**config.mk**
```make
export PLATFORM = sky130hd
export DESIGN_NAME = acr_regs
export DESIGN_NICKNAME = d
export VERILOG_FILES = /design/src/hdl/acr_pkg.sv /design/src/hdl/acr_regs.sv
export SDC_FILE = /design/constraint.sdc
export NUM_CORES = 1
export LEC_CHECK = 0
export BUFFER_PORTS_ARGS = -buffer_cell sky130_fd_sc_hd__buf_2
export CAP_MARGIN = 20
export CORE_AREA = 2 2 92 94
export CTS_BUF_LIST = sky130_fd_sc_hd__clkbuf_8
export CTS_CLUSTER_SIZE = 8
export DETAILED_ROUTE_END_ITERATION = 10
export DIE_AREA = 0 0 94 96
export GPL_TIMING_DRIVEN = 0
export MAX_ROUTING_LAYER = met4
export PLACE_DENSITY = 0.78
export SLEW_MARGIN = 20
export SYNTH_ARGS = -nofsm -noshare
export SYNTH_HDL_FRONTEND = slang
export SYNTH_SLANG_ARGS = --single-unit
```
**constraint.sdc**
```tcl
create_clock -name mclk_in -period 2.1 [get_ports mclk_in]
set_input_delay 0.21 -clock mclk_in [delete_from_list [all_inputs] [get_ports mclk_in]]
set_output_delay 0.21 -clock mclk_in [all_outputs]
set_load 0.05 [all_outputs]
```
**src/hdl/acr_pkg.sv**
```systemverilog
// constants for the codec control register pair
// assumes a 32-bit axi4-lite slave with word registers
package acr_pkg;
    // printed offsets are not all multiples of four: kept as indices, byte address is four times
    localparam logic [15:0] AIO_INDEX      = 16'h4000;
    localparam logic [15:0] CLK_INDEX      = 16'h4003;
    localparam logic [17:0] AIO_ADDR       = {AIO_INDEX, 2'b00};
    localparam logic [17:0] CLK_ADDR       = {CLK_INDEX, 2'b00};
    localparam int          ADDR_W         = 18;
    localparam logic [15:0] AIO_RESET      = 16'h8000;
    localparam logic [15:0] CLK_RESET      = 16'h0000;
    localparam logic [15:0] AIO_MASK       = 16'hfc7f;
    localparam logic [15:0] CLK_MASK       = 16'h01ff;
    localparam int          PWR_BIT        = 15;
    localparam int          SPK_BYP_BIT    = 14;
    localparam int          HND_BYP_BIT    = 13;
    localparam int          IN_BYP_BIT     = 12;
    localparam int          SPK2_EN_BIT    = 11;
    localparam int          LIMIT_BIT      = 10;
    localparam int          GAIN_LSB       = 4;
    localparam int          SPK_EN_BIT     = 3;
    localparam int          HND_EN_BIT     = 2;
    localparam int          SRC_LSB        = 0;
    localparam int          SPK_CLK_LSB    = 6;
    localparam int          HND_CLK_LSB    = 3;
    localparam int          IN_CLK_LSB     = 0;
    localparam logic [1:0]  RESP_OKAY      = 2'h0;
    localparam logic [1:0]  RESP_SLVERR    = 2'h2;

    typedef enum logic [1:0] {
        ACR_SRC_MUTE    = 2'b00,
        ACR_SRC_HANDSET = 2'b01,
        ACR_SRC_MIC     = 2'b10,
        ACR_SRC_RSVD    = 2'b11
    } acr_src_t;

    typedef enum logic [2:0] {
        ACR_CLK_STOP = 3'b000,
        ACR_CLK_8K   = 3'b001,
        ACR_CLK_16K  = 3'b010,
        ACR_CLK_TEST = 3'b111
    } acr_clk_t;
endpackage

```
**src/hdl/acr_regs.sv**
```systemverilog
// codec control register pair behind an axi4-lite slave
// assumes one write and one read at most in flight; single clock, synchronous reset
// What this block does
// - io control word at index 4000
// - bit 15 power-down, resets to one
// - bit 14 bypasses speaker low-pass filter
// - bit 13 bypasses handset low-pass filter
// - bit 12 bypasses input band-pass filter
// - bit 11 enables second speaker driver
// - bit 10 halves analog output full scale
// - bits 6:4 drive input amplifier gain
// - bit 3 enables primary speaker driver
// - bit 2 enables handset driver
// - bits 1:0 choose input source
// - clock word at index 4003, three selectors
// - clock codes: stop, 8k, 16k, test
//
// Added by the designer: the AXI4-Lite slave port.
module acr_regs (
    input  wire logic        mclk_in,
    input  wire logic        rst_in,
    input  wire logic [17:0] s_axi_awaddr_in,
    input  wire logic        s_axi_awvalid_in,
    output logic             s_axi_awready_out,
    input  wire logic [31:0] s_axi_wdata_in,
    input  wire logic [3:0]  s_axi_wstrb_in,
    input  wire logic        s_axi_wvalid_in,
    output logic             s_axi_wready_out,
    output logic [1:0]       s_axi_bresp_out,
    output logic             s_axi_bvalid_out,
    input  wire logic        s_axi_bready_in,
    input  wire logic [17:0] s_axi_araddr_in,
    input  wire logic        s_axi_arvalid_in,
    output logic             s_axi_arready_out,
    output logic [31:0]      s_axi_rdata_out,
    output logic [1:0]       s_axi_rresp_out,
    output logic             s_axi_rvalid_out,
    input  wire logic        s_axi_rready_in,
    output logic             master_power_down_out,
    output logic             speaker_filter_bypass_out,
    output logic             handset_filter_bypass_out,
    output logic             input_filter_bypass_out,
    output logic             second_speaker_enable_out,
    output logic             output_level_limit_out,
    output logic [2:0]       amp_gain_code_out,
    output logic             speaker_driver_enable_out,
    output logic             handset_driver_enable_out,
    output logic [1:0]       input_source_select_out,
    output logic             mic_path_select_out,
    output logic             handset_mic_path_select_out,
    output logic [2:0]       speaker_clock_code_out,
    output logic [2:0]       handset_clock_code_out,
    output logic [2:0]       input_clock_code_out,
    output logic             speaker_clock_valid_out,
    output logic             handset_clock_valid_out,
    output logic             input_clock_valid_out
);
    logic [15:0] aio_q, aio_d;
    logic [15:0] clk_q, clk_d;
    logic        aw_held_q, aw_held_d;
    logic [17:0] aw_addr_q, aw_addr_d;
    logic        w_held_q, w_held_d;
    logic [31:0] w_data_q, w_data_d;
    logic [3:0]  w_strb_q, w_strb_d;
    logic        bvalid_q, bvalid_d;
    logic [1:0]  bresp_q, bresp_d;
    logic        rvalid_q, rvalid_d;
    logic [1:0]  rresp_q, rresp_d;
    logic [31:0] rdata_q, rdata_d;
    logic        wr_go;
    logic        full_word;
    logic [17:0] wr_addr;
    logic [31:0] wr_data;
    logic [3:0]  wr_strb;
    // helper terms for the field assertions: a write with both low byte strobes set landing on each register
    logic        aio_hit;
    logic        clk_hit;

    // registers accept address and data in either order; response waits for both
    assign s_axi_awready_out = !aw_held_q && !bvalid_q;
    assign s_axi_wready_out  = !w_held_q && !bvalid_q;
    assign s_axi_arready_out = !rvalid_q;

    assign wr_addr   = aw_held_q ? aw_addr_q : s_axi_awaddr_in;
    assign wr_data   = w_held_q ? w_data_q : s_axi_wdata_in;
    assign wr_strb   = w_held_q ? w_strb_q : s_axi_wstrb_in;
    assign wr_go     = (aw_held_q || (s_axi_awvalid_in && s_axi_awready_out))
                    && (w_held_q || (s_axi_wvalid_in && s_axi_wready_out));
    // a partial write would tear a 16-bit field group, so it is refused
    assign full_word = &wr_strb[1:0];
    assign aio_hit   = wr_go && full_word && wr_addr == acr_pkg::AIO_ADDR;
    assign clk_hit   = wr_go && full_word && wr_addr == acr_pkg::CLK_ADDR;

    always_comb begin
        aio_d     = aio_q;
        clk_d     = clk_q;
        aw_held_d = aw_held_q;
        aw_addr_d = aw_addr_q;
        w_held_d  = w_held_q;
        w_data_d  = w_data_q;
        w_strb_d  = w_strb_q;
        bvalid_d  = bvalid_q;
        bresp_d   = bresp_q;
        if (s_axi_awvalid_in && s_axi_awready_out) begin
            aw_held_d = 1'b1;
            aw_addr_d = s_axi_awaddr_in;
        end
        if (s_axi_wvalid_in && s_axi_wready_out) begin
            w_held_d = 1'b1;
            w_data_d = s_axi_wdata_in;
            w_strb_d = s_axi_wstrb_in;
        end
        if (wr_go) begin
            aw_held_d = 1'b0;
            w_held_d  = 1'b0;
            bvalid_d  = 1'b1;
            bresp_d   = acr_pkg::RESP_SLVERR;
            if (full_word && wr_addr == acr_pkg::AIO_ADDR) begin
                aio_d   = wr_data[15:0] & acr_pkg::AIO_MASK;
                bresp_d = acr_pkg::RESP_OKAY;
            end else if (full_word && wr_addr == acr_pkg::CLK_ADDR) begin
                clk_d   = wr_data[15:0] & acr_pkg::CLK_MASK;
                bresp_d = acr_pkg::RESP_OKAY;
            end
        end
        if (bvalid_q && s_axi_bready_in) begin
            bvalid_d = 1'b0;
        end
    end

    always_comb begin
        rvalid_d = rvalid_q;
        rresp_d  = rresp_q;
        rdata_d  = rdata_q;
        if (s_axi_arvalid_in && s_axi_arready_out) begin
            rvalid_d = 1'b1;
            rresp_d  = acr_pkg::RESP_OKAY;
            // upper 16 bits and reserved bits always read zero
            if (s_axi_araddr_in == acr_pkg::AIO_ADDR) begin
                rdata_d = {16'h0000, aio_q};
            end else if (s_axi_araddr_in == acr_pkg::CLK_ADDR) begin
                rdata_d = {16'h0000, clk_q};
            end else begin
                rdata_d = 32'h0000_0000;
                rresp_d = acr_pkg::RESP_SLVERR;
            end
        end else if (rvalid_q && s_axi_rready_in) begin
            rvalid_d = 1'b0;
        end
    end

    always_ff @(posedge mclk_in) begin
        if (rst_in) begin
            aio_q     <= acr_pkg::AIO_RESET;
            clk_q     <= acr_pkg::CLK_RESET;
            aw_held_q <= 1'b0;
            aw_addr_q <= 18'h00000;
            w_held_q  <= 1'b0;
            w_data_q  <= 32'h0000_0000;
            w_strb_q  <= 4'h0;
            bvalid_q  <= 1'b0;
            bresp_q   <= 2'h0;
            rvalid_q  <= 1'b0;
            rresp_q   <= 2'h0;
            rdata_q   <= 32'h0000_0000;
        end else begin
            aio_q     <= aio_d;
            clk_q     <= clk_d;
            aw_held_q <= aw_held_d;
            aw_addr_q <= aw_addr_d;
            w_held_q  <= w_held_d;
            w_data_q  <= w_data_d;
            w_strb_q  <= w_strb_d;
            bvalid_q  <= bvalid_d;
            bresp_q   <= bresp_d;
            rvalid_q  <= rvalid_d;
            rresp_q   <= rresp_d;
            rdata_q   <= rdata_d;
        end
    end

    assign s_axi_bvalid_out = bvalid_q;
    assign s_axi_bresp_out  = bresp_q;
    assign s_axi_rvalid_out = rvalid_q;
    assign s_axi_rresp_out  = rresp_q;
    assign s_axi_rdata_out  = rdata_q;

    // field outputs come straight from the stored words
    assign master_power_down_out     = aio_q[acr_pkg::PWR_BIT];
    assign speaker_filter_bypass_out = aio_q[acr_pkg::SPK_BYP_BIT];
    assign handset_filter_bypass_out = aio_q[acr_pkg::HND_BYP_BIT];
    // input path scaling after bypass is the processor's job, not done here
    assign input_filter_bypass_out   = aio_q[acr_pkg::IN_BYP_BIT];
    assign second_speaker_enable_out = aio_q[acr_pkg::SPK2_EN_BIT];
    assign output_level_limit_out    = aio_q[acr_pkg::LIMIT_BIT];
    assign amp_gain_code_out         = aio_q[acr_pkg::GAIN_LSB +: 3];
    assign speaker_driver_enable_out = aio_q[acr_pkg::SPK_EN_BIT];
    assign handset_driver_enable_out = aio_q[acr_pkg::HND_EN_BIT];
    assign input_source_select_out   = aio_q[acr_pkg::SRC_LSB +: 2];
    // the reserved source code selects neither input, same as mute
    assign mic_path_select_out         = aio_q[1:0] == acr_pkg::ACR_SRC_MIC;
    assign handset_mic_path_select_out = aio_q[1:0] == acr_pkg::ACR_SRC_HANDSET;
    assign speaker_clock_code_out    = clk_q[acr_pkg::SPK_CLK_LSB +: 3];
    assign handset_clock_code_out    = clk_q[acr_pkg::HND_CLK_LSB +: 3];
    assign input_clock_code_out      = clk_q[acr_pkg::IN_CLK_LSB +: 3];

    function automatic logic code_ok(input logic [2:0] c);
        code_ok = c == acr_pkg::ACR_CLK_STOP || c == acr_pkg::ACR_CLK_8K
               || c == acr_pkg::ACR_CLK_16K || c == acr_pkg::ACR_CLK_TEST;
    endfunction

    // a reserved code is flagged so the transfer timer can treat it as stopped
    assign speaker_clock_valid_out = code_ok(clk_q[acr_pkg::SPK_CLK_LSB +: 3]);
    assign handset_clock_valid_out = code_ok(clk_q[acr_pkg::HND_CLK_LSB +: 3]);
    assign input_clock_valid_out   = code_ok(clk_q[acr_pkg::IN_CLK_LSB +: 3]);

    chk_power_reset: assert property (@(posedge mclk_in) $past(rst_in) |-> master_power_down_out)
        else $error("power-down not set after reset");
    chk_aio_write: assert property (@(posedge mclk_in) disable iff (rst_in)
        wr_go && full_word && wr_addr == acr_pkg::AIO_ADDR
        |=> aio_q == ($past(wr_data[15:0]) & acr_pkg::AIO_MASK) && bvalid_q)
        else $error("io word write not applied");
    chk_clk_write: assert property (@(posedge mclk_in) disable iff (rst_in)
        wr_go && full_word && wr_addr == acr_pkg::CLK_ADDR
        |=> clk_q == ($past(wr_data[15:0]) & acr_pkg::CLK_MASK))
        else $error("clock word write not applied");
    chk_reserved_zero: assert property (@(posedge mclk_in) disable iff (rst_in)
        (aio_q & ~acr_pkg::AIO_MASK) == 16'h0000 && (clk_q & ~acr_pkg::CLK_MASK) == 16'h0000)
        else $error("reserved bit set");
    chk_partial_ignored: assert property (@(posedge mclk_in) disable iff (rst_in)
        wr_go && !full_word |=> $stable(aio_q) && $stable(clk_q) && bresp_q == acr_pkg::RESP_SLVERR)
        else $error("partial write changed a register");
    chk_read_aio: assert property (@(posedge mclk_in) disable iff (rst_in)
        s_axi_arvalid_in && s_axi_arready_out && s_axi_araddr_in == acr_pkg::AIO_ADDR
        |=> s_axi_rvalid_out && s_axi_rdata_out == {16'h0000, $past(aio_q)})
        else $error("io word read mismatch");
    chk_source_mic: assert property (@(posedge mclk_in) disable iff (rst_in)
        mic_path_select_out |-> input_source_select_out == 2'b10 && !handset_mic_path_select_out)
        else $error("mic path select wrong");
    chk_gain_hold: assert property (@(posedge mclk_in) disable iff (rst_in)
        !wr_go |=> $stable(amp_gain_code_out) && $stable(speaker_driver_enable_out))
        else $error("gain changed without write");
    chk_clock_valid: assert property (@(posedge mclk_in) disable iff (rst_in)
        speaker_clock_code_out == 3'b011 |-> !speaker_clock_valid_out)
        else $error("reserved clock code flagged valid");

    // each field output but power-down must follow the bit written, one cycle after the write lands
    chk_spk_bypass: assert property (@(posedge mclk_in) disable iff (rst_in)
        aio_hit |=> speaker_filter_bypass_out == $past(wr_data[acr_pkg::SPK_BYP_BIT]))
        else $error("speaker bypass not written");
    chk_hnd_bypass: assert property (@(posedge mclk_in) disable iff (rst_in)
        aio_hit |=> handset_filter_bypass_out == $past(wr_data[acr_pkg::HND_BYP_BIT]))
        else $error("handset bypass not written");
    chk_in_bypass: assert property (@(posedge mclk_in) disable iff (rst_in)
        aio_hit |=> input_filter_bypass_out == $past(wr_data[acr_pkg::IN_BYP_BIT]))
        else $error("input bypass not written");
    chk_spk2_enable: assert property (@(posedge mclk_in) disable iff (rst_in)
        aio_hit |=> second_speaker_enable_out == $past(wr_data[acr_pkg::SPK2_EN_BIT]))
        else $error("second speaker enable not written");
    chk_level_limit: assert property (@(posedge mclk_in) disable iff (rst_in)
        aio_hit |=> output_level_limit_out == $past(wr_data[acr_pkg::LIMIT_BIT]))
        else $error("output limit not written");
    chk_gain_write: assert property (@(posedge mclk_in) disable iff (rst_in)
        aio_hit |=> amp_gain_code_out == $past(wr_data[acr_pkg::GAIN_LSB +: 3]))
        else $error("gain code not written");
    chk_spk_enable: assert property (@(posedge mclk_in) disable iff (rst_in)
        aio_hit |=> speaker_driver_enable_out == $past(wr_data[acr_pkg::SPK_EN_BIT]))
        else $error("speaker enable not written");
    chk_hnd_enable: assert property (@(posedge mclk_in) disable iff (rst_in)
        aio_hit |=> handset_driver_enable_out == $past(wr_data[acr_pkg::HND_EN_BIT]))
        else $error("handset enable not written");
    chk_source_write: assert property (@(posedge mclk_in) disable iff (rst_in)
        aio_hit |=> input_source_select_out == $past(wr_data[acr_pkg::SRC_LSB +: 2]))
        else $error("input source not written");
    chk_source_handset: assert property (@(posedge mclk_in) disable iff (rst_in)
        handset_mic_path_select_out |-> input_source_select_out == 2'b01 && !mic_path_select_out)
        else $error("handset path select wrong");
    chk_spk_clock: assert property (@(posedge mclk_in) disable iff (rst_in)
        clk_hit |=> speaker_clock_code_out == $past(wr_data[acr_pkg::SPK_CLK_LSB +: 3]))
        else $error("speaker clock code not written");
    chk_hnd_clock: assert property (@(posedge mclk_in) disable iff (rst_in)
        clk_hit |=> handset_clock_code_out == $past(wr_data[acr_pkg::HND_CLK_LSB +: 3]))
        else $error("handset clock code not written");
    chk_in_clock: assert property (@(posedge mclk_in) disable iff (rst_in)
        clk_hit |=> input_clock_code_out == $past(wr_data[acr_pkg::IN_CLK_LSB +: 3]))
        else $error("input clock code not written");
    chk_hnd_clock_valid: assert property (@(posedge mclk_in) disable iff (rst_in)
        handset_clock_code_out inside {3'b011, 3'b100, 3'b101, 3'b110} |-> !handset_clock_valid_out)
        else $error("reserved handset code flagged valid");
    chk_in_clock_valid: assert property (@(posedge mclk_in) disable iff (rst_in)
        input_clock_code_out inside {3'b000, 3'b001, 3'b010, 3'b111} |-> input_clock_valid_out)
        else $error("legal input code flagged reserved");
    chk_read_clk: assert property (@(posedge mclk_in) disable iff (rst_in)
        s_axi_arvalid_in && s_axi_arready_out && s_axi_araddr_in == acr_pkg::CLK_ADDR
        |=> s_axi_rvalid_out && s_axi_rdata_out == {16'h0000, $past(clk_q)})
        else $error("clock word read mismatch");
    chk_read_unmapped: assert property (@(posedge mclk_in) disable iff (rst_in)
        s_axi_arvalid_in && s_axi_arready_out && s_axi_araddr_in != acr_pkg::AIO_ADDR
        && s_axi_araddr_in != acr_pkg::CLK_ADDR
        |=> s_axi_rresp_out == acr_pkg::RESP_SLVERR && s_axi_rdata_out == 32'h0000_0000)
        else $error("unmapped read not refused");
    // a second write must wait until the answer of the first has been taken
    chk_write_busy: assert property (@(posedge mclk_in) disable iff (rst_in)
        s_axi_bvalid_out |-> !s_axi_awready_out && !s_axi_wready_out)
        else $error("write accepted while answer pending");
    chk_clock_reset: assert property (@(posedge mclk_in) $past(rst_in) |-> clk_q == acr_pkg::CLK_RESET)
        else $error("clock word not cleared by reset");
endmodule

```
---- Yosys cells after proc, flatten, opt, wreduce, memory -nomap -nowiden ----
Index checks and enable logic that the tools add are counted.
cells by class
  eq/ne operators ......................... 15
  mux-type cells .......................... 11
  bitwise gates (word level) .............. 1
  reduce and logical (&&, ||, !) cells .... 34
operators by type and width
  operator                                                                  count
  18-bit by 17-bit equality test with 1-bit output (second input constant)  4
  16-bit 2-to-1 mux                                                         2
  18-bit 2-to-1 mux                                                         1
  1-bit logical OR                                                          11
  1-bit logical AND                                                         10
  2-bit 2-to-1 mux                                                          5
  3-bit by 1-bit equality test with 1-bit output (second input constant)    3
  3-bit by 2-bit equality test with 1-bit output (second input constant)    3
  3-bit equality test (second input constant)                               3
  3-bit logical NOT                                                         3
  9-bit 2-to-1 mux                                                          1
  1-bit logical NOT                                                         4
  2-bit AND reduction                                                       2
  2-bit OR reduction                                                        2
  3-bit AND reduction                                                       1
  2-bit by 1-bit equality test with 1-bit output (second input constant)    1
  2-bit equality test (second input constant)                               1
  1-bit 2-to-1 mux                                                          2
  2-bit nonzero test                                                        1
  1-bit NOT                                                                 1
storage, ports and cells
  register bits ........................... 98
  input bits .............................. 79
  output and inout port bits .............. 68
  logic and storage cells ................. 73

---- Longest topological paths before layout ----
Gate-level depths: netlist of the first run.
  depth after elaboration ................. 6
  depth in mapped cells ................... 6
  depth with buffers taken out ............ 5

---- Worst setup path before layout of the first run ----
Ideal clock, no wire load.
  kind .................................... register -> register
  start point ............................. register bvalid_q (netlist: s_axi_bvalid_out)
  end point ............................... register aio_q[13]
  library setup time ...................... 0.123 ns
  arrival ................................. 2.514 ns
  data required time ...................... 1.977 ns
  setup slack ............................. -0.538 ns
  stages on the path, launching flop included .. 7
  buffers on the path ..................... 1
  clock period less this slack ............ 2.638 ns
  path through ............................ dfxtp_1 -> nor2_1 -> and2_1 -> o22ai_1 -> nor3_2 -> buf_4 -> mux2_1
on the way
  longest elaborated chain between the ends .. 6
  elaborated cells between the ends (all ways) .. 9
  those cells by class .................... 9 x reduce/logical
ends and longest elaborated chain
  element                        RTL line         RTL
  from (decl)                    acr_regs.sv:65   logic bvalid_q, bvalid_d;
  from (signal assigned)         acr_regs.sv:174  bvalid_q <= bvalid_d;
  1-bit logical NOT              acr_regs.sv:80   assign s_axi_awready_out = !aw_held_q && !bvalid_q;
  1-bit logical AND              acr_regs.sv:80
  named net s_axi_awready_out    acr_regs.sv:24   output logic s_axi_awready_out,
  1-bit logical AND              acr_regs.sv:87   assign wr_go = (aw_held_q || (s_axi_awvalid_in && s_axi_awready_out))
  1-bit logical OR               acr_regs.sv:87
  1-bit logical AND              acr_regs.sv:88   && (w_held_q || (s_axi_wvalid_in && s_axi_wready_out));
  2-bit AND reduction (no line)  --
  to (signal assigned)           acr_regs.sv:154  aio_q <= acr_pkg::AIO_RESET;
  to (signal assigned)           acr_regs.sv:167  aio_q <= aio_d;
  to (decl)                      acr_regs.sv:58   logic [15:0] aio_q, aio_d;
The timed path passes the listed nets, and every way through them passes these cells.
A chain may end at the register's enable or synchronous reset.

---- Worst setup path in the final report of the first run ----
  start point ............................. register aw_addr_q[15]
  end point ............................... register clk_q[8]
on the way
  longest elaborated chain between the ends .. 5
  elaborated cells between the ends (all ways) .. 7
  those cells by class .................... 2 x eq/ne; 1 x mux; 1 x bitwise; 3 x reduce/logical
ends and longest elaborated chain
  element                                           RTL line         RTL
  from (decl)                                       acr_regs.sv:61   logic [17:0] aw_addr_q, aw_addr_d;
  from (signal assigned)                            acr_regs.sv:170  aw_addr_q <= aw_addr_d;
  18-bit 2-to-1 mux (*)                             acr_regs.sv:84   assign wr_addr = aw_held_q ? aw_addr_q : s_axi_awaddr_in;
  18-bit by 17-bit equality test with 1-bit output  acr_regs.sv:118  if (full_word && wr_addr == acr_pkg::AIO_ADDR) begin
  1-bit logical AND                                 acr_regs.sv:118
  1-bit NOT (no line)                               --
  3-bit AND reduction (no line) (*)                 --
  to (signal assigned)                              acr_regs.sv:155  clk_q <= acr_pkg::CLK_RESET;
  to (signal assigned)                              acr_regs.sv:168  clk_q <= clk_d;
  to (decl)                                         acr_regs.sv:59   logic [15:0] clk_q, clk_d;
Mark *: on every way between the ends. The rest lies on a longest branch, timed or not.

==> reports/summary.md, run 1 <==
• dfxtp_1 — Synth Flop Type
• 340 ps — clock latency reported for the late side of the worst-skew pair
• 8050 µm² — core region area
• 78 — synthesized flop and latch total
• flip-flop to flip-flop — Setup Crit Path Kind
• true — RSZ-0062 raised after global routing
• 45.3% — post-synthesis sequential area ratio
• nor4_4 > nand4b_1 > a221o_1 > or3_1 > buf_6 > mux2_4 — critical path cell sequence
• 99.0% — fin crit share
• 2 — worst hold path cell count
• met2 — busiest grt layer
• dfxtp_1 — dominant cell type by area after synthesis
• 0.481 GHz — highest achievable clock rate
• 45.3% — post-synth top area share
• 3205 — total number of vias
• 2909 — via count of the first global-routing pass
• flip-flop — kind of end point of the critical path
• 0 — number of synthesis warnings
• 3440 µm² — area of the mapped netlist
• 0 — number of max-cap violations
• 4.87 — number of vias per cell after detailed routing
• 0 — number of max-slew violations in the final report
• 0 — Overflow after GRT
• 26.9% — fraction of power spent switching nets
• simple AND/OR/NAND/NOR gates — critical path's top delay family
• 94 µm — die extent in x
• 0 — Setup-failing EPs final
• 627 — Total Nets Final
• 2.04 nW — leakage power of the design
• 6 — number of cells on the worst reg-to-reg path
• 2340 ps — data required time at the worst endpoint
• 0 — detailed-route DRC error count
• 43.1 ps — worst hold-check slack
• 33 — Cell Rows
• 80 ps — CTS clk-pin slew, worst paths
• 107 — number of buffer cells added on primary ports
• 14 — maximum number of pins on one net before global-route repair
• 22.0% — met1 usage
• 20.9 ps — least setup slack across all paths after layout
• 9020 µm² — die area
• s_axi_rvalid_out — Hold Path Sink
• clk_q[8] — worst r2r dst
• 0 — Final ANT Viol Nets
• aw_addr_q[15] — worst reg2reg path startpoint
• 0.433 mV — peak supply drop
• -368 ps — worst setup slack before clock tree synthesis
• 563 ps — slew of the pin with the lowest slew margin
• 62.5% — normalized max-slew margin
• 3.52% — met3 usage in global routing
• or3_1 — slowest stage cell on the critical path
• 406 — Post-Synthesis Cells
• s_axi_rready_in — hold path startpoint
• 15.9% — Comb pwr share
• primary input to flip-flop — class of the worst hold path
• 0.789 — weighted congestion reported at the end of routability-driven placement
• 33.5% — GR met2 Demand/Resource
• 31.6% — fraction of layout cells with a size suffix above 1
• 2 — clk buf depth
• 0 — EDFF count, synth
• 90 — number of violations reported at the end of detailed-routing iteration 0
• 8.59 mm — wire length reported by the detailed router
• 2.70 mW — Internal Dissipation
• 4 — first-pass iteration count of the detailed router
• 9 — clock buffer count from CTS
• 36 — number of distinct library cell variants in the gate-level netlist after synthesis
• 3.69 mW — total power
• 78 — CTS sink cnt
• 3 — CTS HTree Levels
• 991 µW — net switching power
• clkbuf_8 — library cell used as clock root buffer
• 1 — CP Buf/Inv Count
• 43.4% — share of power burned in registers
• 0 — antenna violations before repair
• 0% — ys async rst share
• 3 — CP max FO
• 2320 ps — critical path data arrival time
• 32.8% — growth of design area from synthesis to finish
• 8.48 µm² — mean instance size in the synthesized netlist
• completed — run status
• 806 nW/µm² — Pwr per Cell Area
• dfxtp_1, nand2_1, mux2i_1 — cell types occupying the most area after synthesis
• 96 µm — die height
• flip-flop — startpoint types
• 40.7% — power share of the clock group
• 13.1 µm — drt wl/cell
• 13.3 mm — first-pass GRT wire length
• 9.17 ps — Max Clock Skew
• 147 — top-level I/O count
• 19.4% — total global routing track utilization
• 2080 ps — Final min period
• 0 — # diodes
• yes — clock tree from TritonCTS
• 20 ps — slack of the worst reg-to-reg path
• 400 ps — highest cell delay on the worst timing path
• 6.55 mm — HPWL after detailed placement
• 0 — hold violation total from the final report
• 42.8% — effective utilization at floorplan
[how the worst max path moves through the flow]
| stage | start | to | cells after the start |
|---|---|---|---|
| floorplan | s_axi_bvalid_out | aio_q[13] | 6 |
| global placement | w_held_q | aio_q[14] | 5 |
| finish | aw_addr_q[15] | clk_q[8] | 6 |
| CTS | aw_addr_q[15] | clk_q[8] | 6 |
| detailed placement | w_held_q | aio_q[14] | 5 |
| global route | aw_addr_q[15] | clk_q[1] | 7 |
[cell families after synthesis]
logic type / Yosys count / share of synthesized area, %
xor+xnor: 4 / 1.02
flops: 78 / 45.3
other cells: 1 / 0.109
simple gates: 175 / 23.7
mux: 37 / 11.3
compound gates: 67 / 11.4
buf+inv: 44 / 7.23
[cell type report]
class,instances,area [µm²]
Fill cell,735,3480
Multi-Input combinational cell,302,1750
Sequential cell,78,1570
Timing Repair Buffer,113,603
Buffer,42,248
Clock buffer,10,138
Clock inverter,6,133
Tap cell,105,131
Inverter,2,7.51
[stage by stage]
stage	TNS (ps)	cells	instance area, µm²	utilization (%)
floorplan	0	424	3530	-
CTS	0	654	4510	56.1
global placement	-2870	636	4200	52.1
finish	0	658	4570	56.8
global route	-128	658	4570	56.8
detailed placement	-3290	637	4200	52.2
[flip-flops by register name, summed over array words and instances, names as in the netlist]
register          cells
w_strb_q              2
aio_q                13
s_axi_bresp_out       1
s_axi_rresp_out       1
clk_q                 9
w_held_q              1
s_axi_rdata_out      15
s_axi_rvalid_out      1
aw_held_q             1
s_axi_bvalid_out      1
w_data_q             15
aw_addr_q            18
[metal layers]
layer,vias to the layer above,part of all wire [%]
met4,0,2.0
met2,121,49
met1,1455,43
li1,1618,-
met3,11,5.5
met5,-,0
[repair_timing]
action,CTS,global route
pin swaps,3,1
endpoints found under the hold margin,0,0
resized for setup,6,4
setup buffers,1,4
hold buffers,0,0
setup endpoints to repair,15,24
[power by group through the flow]
| stage | clock network, mW | registers (mW) | logic, mW |
|---|---|---|---|
| 6_report | 1.50 | 1.60 | 0.586 |
| 5_1_grt | 1.58 | 1.61 | 0.644 |
| 4_1_cts | 1.52 | 1.60 | 0.583 |
| 3_5_place_dp | 0 | 1.63 | 0.576 |
| 3_3_place_gp | 0 | 1.62 | 0.565 |
| 2_1_floorplan | 0 | 1.65 | 0.401 |
[placed cells by master, fill, tap and decap left out, types with 8 or more instances in the layout]
master	count
a21oi_1	45
a22oi_1	15
buf_2	110
buf_4	22
clkbuf_1	14
clkbuf_8	10
conb_1	19
dfxtp_1	75
mux2i_1	29
nand2_1	86
nand2b_1	14
nor2_1	25
nor2b_1	11
nor4_1	11
or2_2	8
[cells in the mapped netlist (3+ instances only)]
| master | count |
|---|---|
| nand2_1 | 86 |
| dfxtp_1 | 78 |
| a21oi_1 | 45 |
| mux2i_1 | 29 |
| nor2_1 | 27 |
| buf_4 | 20 |
| a22oi_1 | 15 |
| clkbuf_1 | 14 |
| nand2b_1 | 14 |
| nor4_1 | 13 |
| nor2b_1 | 11 |
| or2_2 | 8 |
| buf_1 | 6 |
| mux2_2 | 4 |
| nand3_1 | 4 |
| a211oi_1 | 3 |
| nor3_1 | 3 |
| xor2_1 | 3 |
Note: power is estimated with default switching activity, not from simulation.
==> run 2, diff against run 1 <==
--- a/config.mk
+++ b/config.mk
@@ -12,7 +12,6 @@
 export CTS_CLUSTER_SIZE = 8
 export DETAILED_ROUTE_END_ITERATION = 10
 export DIE_AREA = 0 0 94 96
-export GPL_TIMING_DRIVEN = 0
 export MAX_ROUTING_LAYER = met4
 export PLACE_DENSITY = 0.78
 export SLEW_MARGIN = 20
==> run 2 against run 1 <==
  * Cell count is 5.0% lower
  * Sequential share of layout area rose by 2.1 points
  * Count of clock-buffer cells in the layout is the same
  * Sequential power hardly changed
  * Global-route usage fell by 1.6 points
  * Clock skew down 1.3 ps
  * Non-clock buffer count shrank 33
  * Combinational power decreased by 4.1%
  * Flip-flop and latch count did not move
  * Critical path type unchanged
  * Largest cell class unchanged
  * Highest routed layer unchanged
==> reports/summary.md, run 2 (synthesis gave the netlist of run 1 again) <==
• completed — run status
• 0 — Final ANT Viol Nets
• 7.86 mm — wire length reported by the detailed router
• 2 — clk buf depth
• 3 — CTS HTree Levels
• 0 — number of max-cap violations
• 94 µm — die extent in x
• 470 ps — highest cell delay on the worst timing path
• 28.5% — fraction of power spent switching nets
• 3047 — total number of vias
• 33 — Cell Rows
• buf_2 — commonest non-fill, non-tap cell in the layout
• 1.89 nW — leakage power of the design
• 49.5% — share of power burned in registers
• 0 — Overflow after GRT
• 95.7% — fin crit share
• 9020 µm² — die area
• 8050 µm² — core region area
• 0 — post-CTS setup repair buffer count
• primary input to flip-flop — class of the worst hold path
• 3.22 mW — total power
• 2240 ps — critical path data arrival time
• 89.6 ps — least setup slack across all paths after layout
• 2607 — via count of the first global-routing pass
• 5.62 mm — HPWL after detailed placement
• 0 — number of max-slew violations in the final report
• 619 ps — slew of the pin with the lowest slew margin
• 0 — detailed-route DRC error count
• clkbuf_8 — library cell used as clock root buffer
• 748 nW/µm² — Pwr per Cell Area
• 58.6% — normalized max-slew margin
• 4310 µm² — final standard cell area without fillers
• 2.31 mW — Internal Dissipation
• 30.6% — fraction of layout cells with a size suffix above 1
• 0 — hold violation total from the final report
• 108 — number of buffer cells added on primary ports
• 147 — number of violations reported at the end of detailed-routing iteration 0
• 4.88 — number of vias per cell after detailed routing
• 0 — Setup-failing EPs final
• true — RSZ-0062 raised after global routing
• flip-flop — kind of end point of the critical path
• yes — clock tree from TritonCTS
• 96 µm — die height
• 1560 µm² — area taken by flip-flops and latches
• 7 — CP max FO
• flip-flop to flip-flop — Setup Crit Path Kind
• simple AND/OR/NAND/NOR gates — critical path's top delay family
• 4080 µm² — placed inst area
• 78 — CTS sink cnt
• 0.774 — weighted congestion reported at the end of routability-driven placement
• 2320 ps — data required time at the worst endpoint
• 12.6 µm — drt wl/cell
• 147 — top-level I/O count
• 17.8% — total global routing track utilization
• 1750 µm² — area of the multi-input gates
• 25.1% — growth of design area from synthesis to finish
• 17.4% — Comb pwr share
• 94 — maximum number of pins on one net before global-route repair
• aw_addr_q — register with the highest flop count
• 53.5% — final standard cell utilization of the core
• nor3b_1 > o2bb2ai_1 > a221o_1 > or3_4 > mux2_4 — critical path cell sequence
• 7.84 ps — Max Clock Skew
• 9 — clock buffer count from CTS
• dfxtp_1 — slowest stage cell on the critical path
• 919 µW — net switching power
• buf_2, nand2_1, dfxtp_1 — most frequent cells in the layout
• 594 — Total Nets Final
• -80.7 ps — worst setup slack before clock tree synthesis
• 70 ps — CTS clk-pin slew, worst paths
• 340 ps — clock latency reported for the late side of the worst-skew pair
• 33.1% — power share of the clock group
• 0 — antenna violations before repair
• 0.497 GHz — highest achievable clock rate
• 4 — first-pass iteration count of the detailed router
• 0.583 mV — peak supply drop
• 762 — Layout fillers
• 0 ps — accumulated negative setup slack
• flip-flop — startpoint types
• 42.8% — effective utilization at floorplan
• 12.1 mm — first-pass GRT wire length
• 2010 ps — Final min period
• 18 — max reg flops
• 0 — CP Buf/Inv Count
run 2: cell count changes in the layout (fill, tap and decap cells not counted), moves of 2 or more:
| cell | before | now |
|---|---|---|
| buf_2 | 110 | 108 |
| clkinv_2 | 0 | 2 |
| buf_1 | 4 | 0 |
| buf_4 | 22 | 10 |
| clkbuf_1 | 14 | 0 |
| bufinv_16 | 4 | 1 |
run 2: worst reg2reg max path: cells and delay by family, from the launching register on:
kind	cells	cell delay, ps
simple gates	2	650
flops	1	470
compound gates	2	460
mux	1	310
run 2: routing by layer:
| metal | part of all wire [%] | vias to the layer above | global-route usage (%) |
|---|---|---|---|
| met5 | 0 | - | - |
| met4 | 1.7 | 0 | 7.61 |
| met3 | 6.3 | 10 | 2.98 |
| met2 | 49 | 106 | 29.3 |
| met1 | 43 | 1376 | 21.6 |
| li1 | - | 1555 | - |
run 2: worst paths after layout:
kind	endpoint	slack, ps	startpoint	cells past startpoint
setup reg to reg	clk_q[7]	90	aw_held_q	5
setup / recovery	clk_q[7]	90	aw_held_q	5
hold / removal	s_axi_rvalid_out	60	s_axi_rready_in	2
hold reg to reg	aw_addr_q[17]	450	aw_addr_q[17]	2
run 2: power groups by stage:
stage	registers, mW	logic (mW)	clock network (mW)
final	1.60	0.562	1.07
after global routing	1.60	0.616	1.18
after CTS	1.59	0.560	1.11
after detailed placement	1.63	0.556	0
after global placement	1.62	0.545	0
after floorplan	1.65	0.401	0
run 2: timing repair:
action / in CTS / in global routing
resized for setup: 3 / 5
hold buffers: 0 / 0
endpoints found under the setup margin: 11 / 21
pin swaps: 0 / 5
run 2: through the flow:
| step | cells | hold WS, ps |
|---|---|---|
| floorplan | 424 | 309 |
| global placement | 609 | 401 |
| detailed placement | 609 | 405 |
| CTS | 624 | 40.5 |
| global route | 624 | 39.1 |
| finish | 625 | 62.9 |
run 2: cell type report:
type / count / area share (%)
flip-flops and latches: 78 / 36.3
multi-input cells: 302 / 40.5
clock buffers: 10 / 3.19
inverters: 2 / 0.174
diodes: 1 / 0.0581
well taps: 105 / 3.05
repair buffers: 122 / 15.5
clock inverters: 5 / 1.19
==> run 3, diff against run 2 <==
==> constraint.sdc (replaced) <==
create_clock -name mclk_in -period 1.6 [get_ports mclk_in]
set_input_delay 0.16 -clock mclk_in [delete_from_list [all_inputs] [get_ports mclk_in]]
set_output_delay 0.16 -clock mclk_in [all_outputs]
set_load 0.05 [all_outputs]
==> run 3 against run 2 <==
  * The flow now finishes with violations (setup timing)
  * Final area is 5.9% higher
  * Clock power increased by 52%
  * Routed wire length up 2.5%
  * Cell count is 3.0% higher
  * Combinational power grew 44%
  * Via count rose by 3.6%
  * Worst setup slack worse by 460 ps
  * First-iteration DRC count shrank 24%
  * Total power is 40% higher
  * Die area is the same
  * Critical path type unchanged
  * Largest cell class unchanged
==> reports/summary.md, run 3 (synthesis gave the netlist of run 1 again) <==
• yes — clock tree from TritonCTS
• 0 — detailed-route DRC error count
• flip-flop — startpoint types
• aw_addr_q — register with the highest flop count
• aw_addr_q[8] — worst reg2reg path startpoint
• 12.5 µm — drt wl/cell
• 8050 µm² — core region area
• 0.508 GHz — highest achievable clock rate
• 42.8% — effective utilization at floorplan
• 22 — Setup-failing EPs final
• nor4_1 > nand3_1 > a221o_1 > or3_4 > mux2_4 — critical path cell sequence
• 0.870 — weighted congestion reported at the end of routability-driven placement
• 2200 ps — critical path data arrival time
• 0 — CP Buf/Inv Count
• 0 — Final ANT Viol Nets
• flip-flop to flip-flop — Setup Crit Path Kind
• 13.5 mm — first-pass GRT wire length
• simple AND/OR/NAND/NOR gates — critical path's top delay family
• 3157 — total number of vias
• 111 — number of violations reported at the end of detailed-routing iteration 0
• complete, but fails checks — run status
• 123% — fin crit share
• 4.53 mW — total power
• 3 — CP max FO
• 1 — antenna violations before repair
• 4 — first-pass iteration count of the detailed router
• clkbuf_8 — library cell used as clock root buffer
• 4.90 — number of vias per cell after detailed routing
• 0 — Overflow after GRT
• 1830 ps — data required time at the worst endpoint
• 32.5% — growth of design area from synthesis to finish
• 0.549 mV — peak supply drop
• 9 — clock buffer count from CTS
• 108 — number of buffer cells added on primary ports
• 35.5% — fraction of layout cells with a size suffix above 1
• 53.2 ps — worst hold-check slack
• primary input to flip-flop — class of the worst hold path
• 147 — top-level I/O count
• 340 ps — clock latency reported for the late side of the worst-skew pair
• 3007 — via count of the first global-routing pass
• 571 ps — slew of the pin with the lowest slew margin
• 18 — max reg flops
• 0 — number of max-cap violations
• 56.7% — final standard cell utilization of the core
• true — RSZ-0062 raised after global routing
• 8.06 mm — wire length reported by the detailed router
• 94 µm — die extent in x
• s_axi_wdata_in[11] — hold path startpoint
• 6.33 mm — HPWL after detailed placement
• 992 nW/µm² — Pwr per Cell Area
• buf_2 — commonest non-fill, non-tap cell in the layout
• 78 — CTS sink cnt
• aw_addr_q[8] — launching element of the worst setup path
• 9020 µm² — die area
• 2 — clk buf depth
• buf_2, nand2_1, dfxtp_1 — most frequent cells in the layout
• 0 — hold violation total from the final report
• 33 — Cell Rows
• 61.9% — normalized max-slew margin
• 3 — CTS HTree Levels
• 96 µm — die height
• 19.2% — total global routing track utilization
• 37 — maximum number of pins on one net before global-route repair
• 0 — number of max-slew violations in the final report
• 430 ps — highest cell delay on the worst timing path
• -5960 ps — accumulated negative setup slack
• or3_4 — slowest stage cell on the critical path
• 612 — Total Nets Final
• 80 ps — CTS clk-pin slew, worst paths
• -367 ps — least setup slack across all paths after layout
• 1970 ps — Final min period
• setup timing — failing checks
• flip-flop — kind of end point of the critical path
• 12.1 ps — Max Clock Skew
• 2.00 nW — leakage power of the design
-- run 3: changes by cell type in the layout (fill, tap and decap cells not counted), sizes merged --
cell,before,now
buf,122,139
bufinv,1,2
clkinv,2,3
dlygate4sd3,0,1
inv,3,2
-- run 3: worst reg2reg max path, cell delays in order (launching register included) --
cell and delay, ps:
dfxtp_1 320, nor4_1 300, nand3_1 120, a221o_1 380, or3_4 430, mux2_4 300
-- run 3: what timing repair did --
item                                   4_1_cts  5_1_grt
pin swaps                                    1        0
gates resized for setup                      6        1
endpoints found under the hold margin        1        0
hold buffers                                 1        0
setup endpoints to repair                   22       29
setup buffers                                0        0
-- run 3: power by group --
part / total (mW) / switching (mW) / leakage, nW / internal, mW
registers: 2.09 / 0.0599 / 0.637 / 2.03
clock network: 1.63 / 0.708 / 0.118 / 0.918
logic: 0.812 / 0.512 / 1.25 / 0.299
-- run 3: worst paths after layout --
check                           cells past startpoint  slack [ps]           end
worst max-delay path                                5        -370      clk_q[7]
worst min-delay path                                3          50  w_data_q[11]
worst max register to register                      5        -370      clk_q[7]
worst min register to register                      2         450   w_data_q[7]
-- run 3: area by class of cell --
cell class	instances	area, µm²
fillers	746	3490
repair buffers	140	812
flip-flops and latches	78	1570
multi-input cells	302	1810
inverters	2	11.3
clock buffers	10	138
diodes	1	2.50
well taps	105	131
clock inverters	6	86.3
-- run 3: metal layers --
layer	wire length (µm)	GRT usage, %	up-vias
met5	0	-	-
met4	82	5.43	0
met1	3460	22.9	1432
met3	613	3.99	9
li1	-	-	1599
met2	3900	33.0	117
-- run 3: through the flow --
| stage | setup WS, ps | instance area (µm²) | instances |
|---|---|---|---|
| after floorplan | -350 | 3630 | 424 |
| after global placement | -475 | 4300 | 626 |
| after detailed placement | -497 | 4300 | 626 |
| after CTS | -371 | 4560 | 643 |
| after global routing | -411 | 4570 | 644 |
| final | -367 | 4570 | 644 |
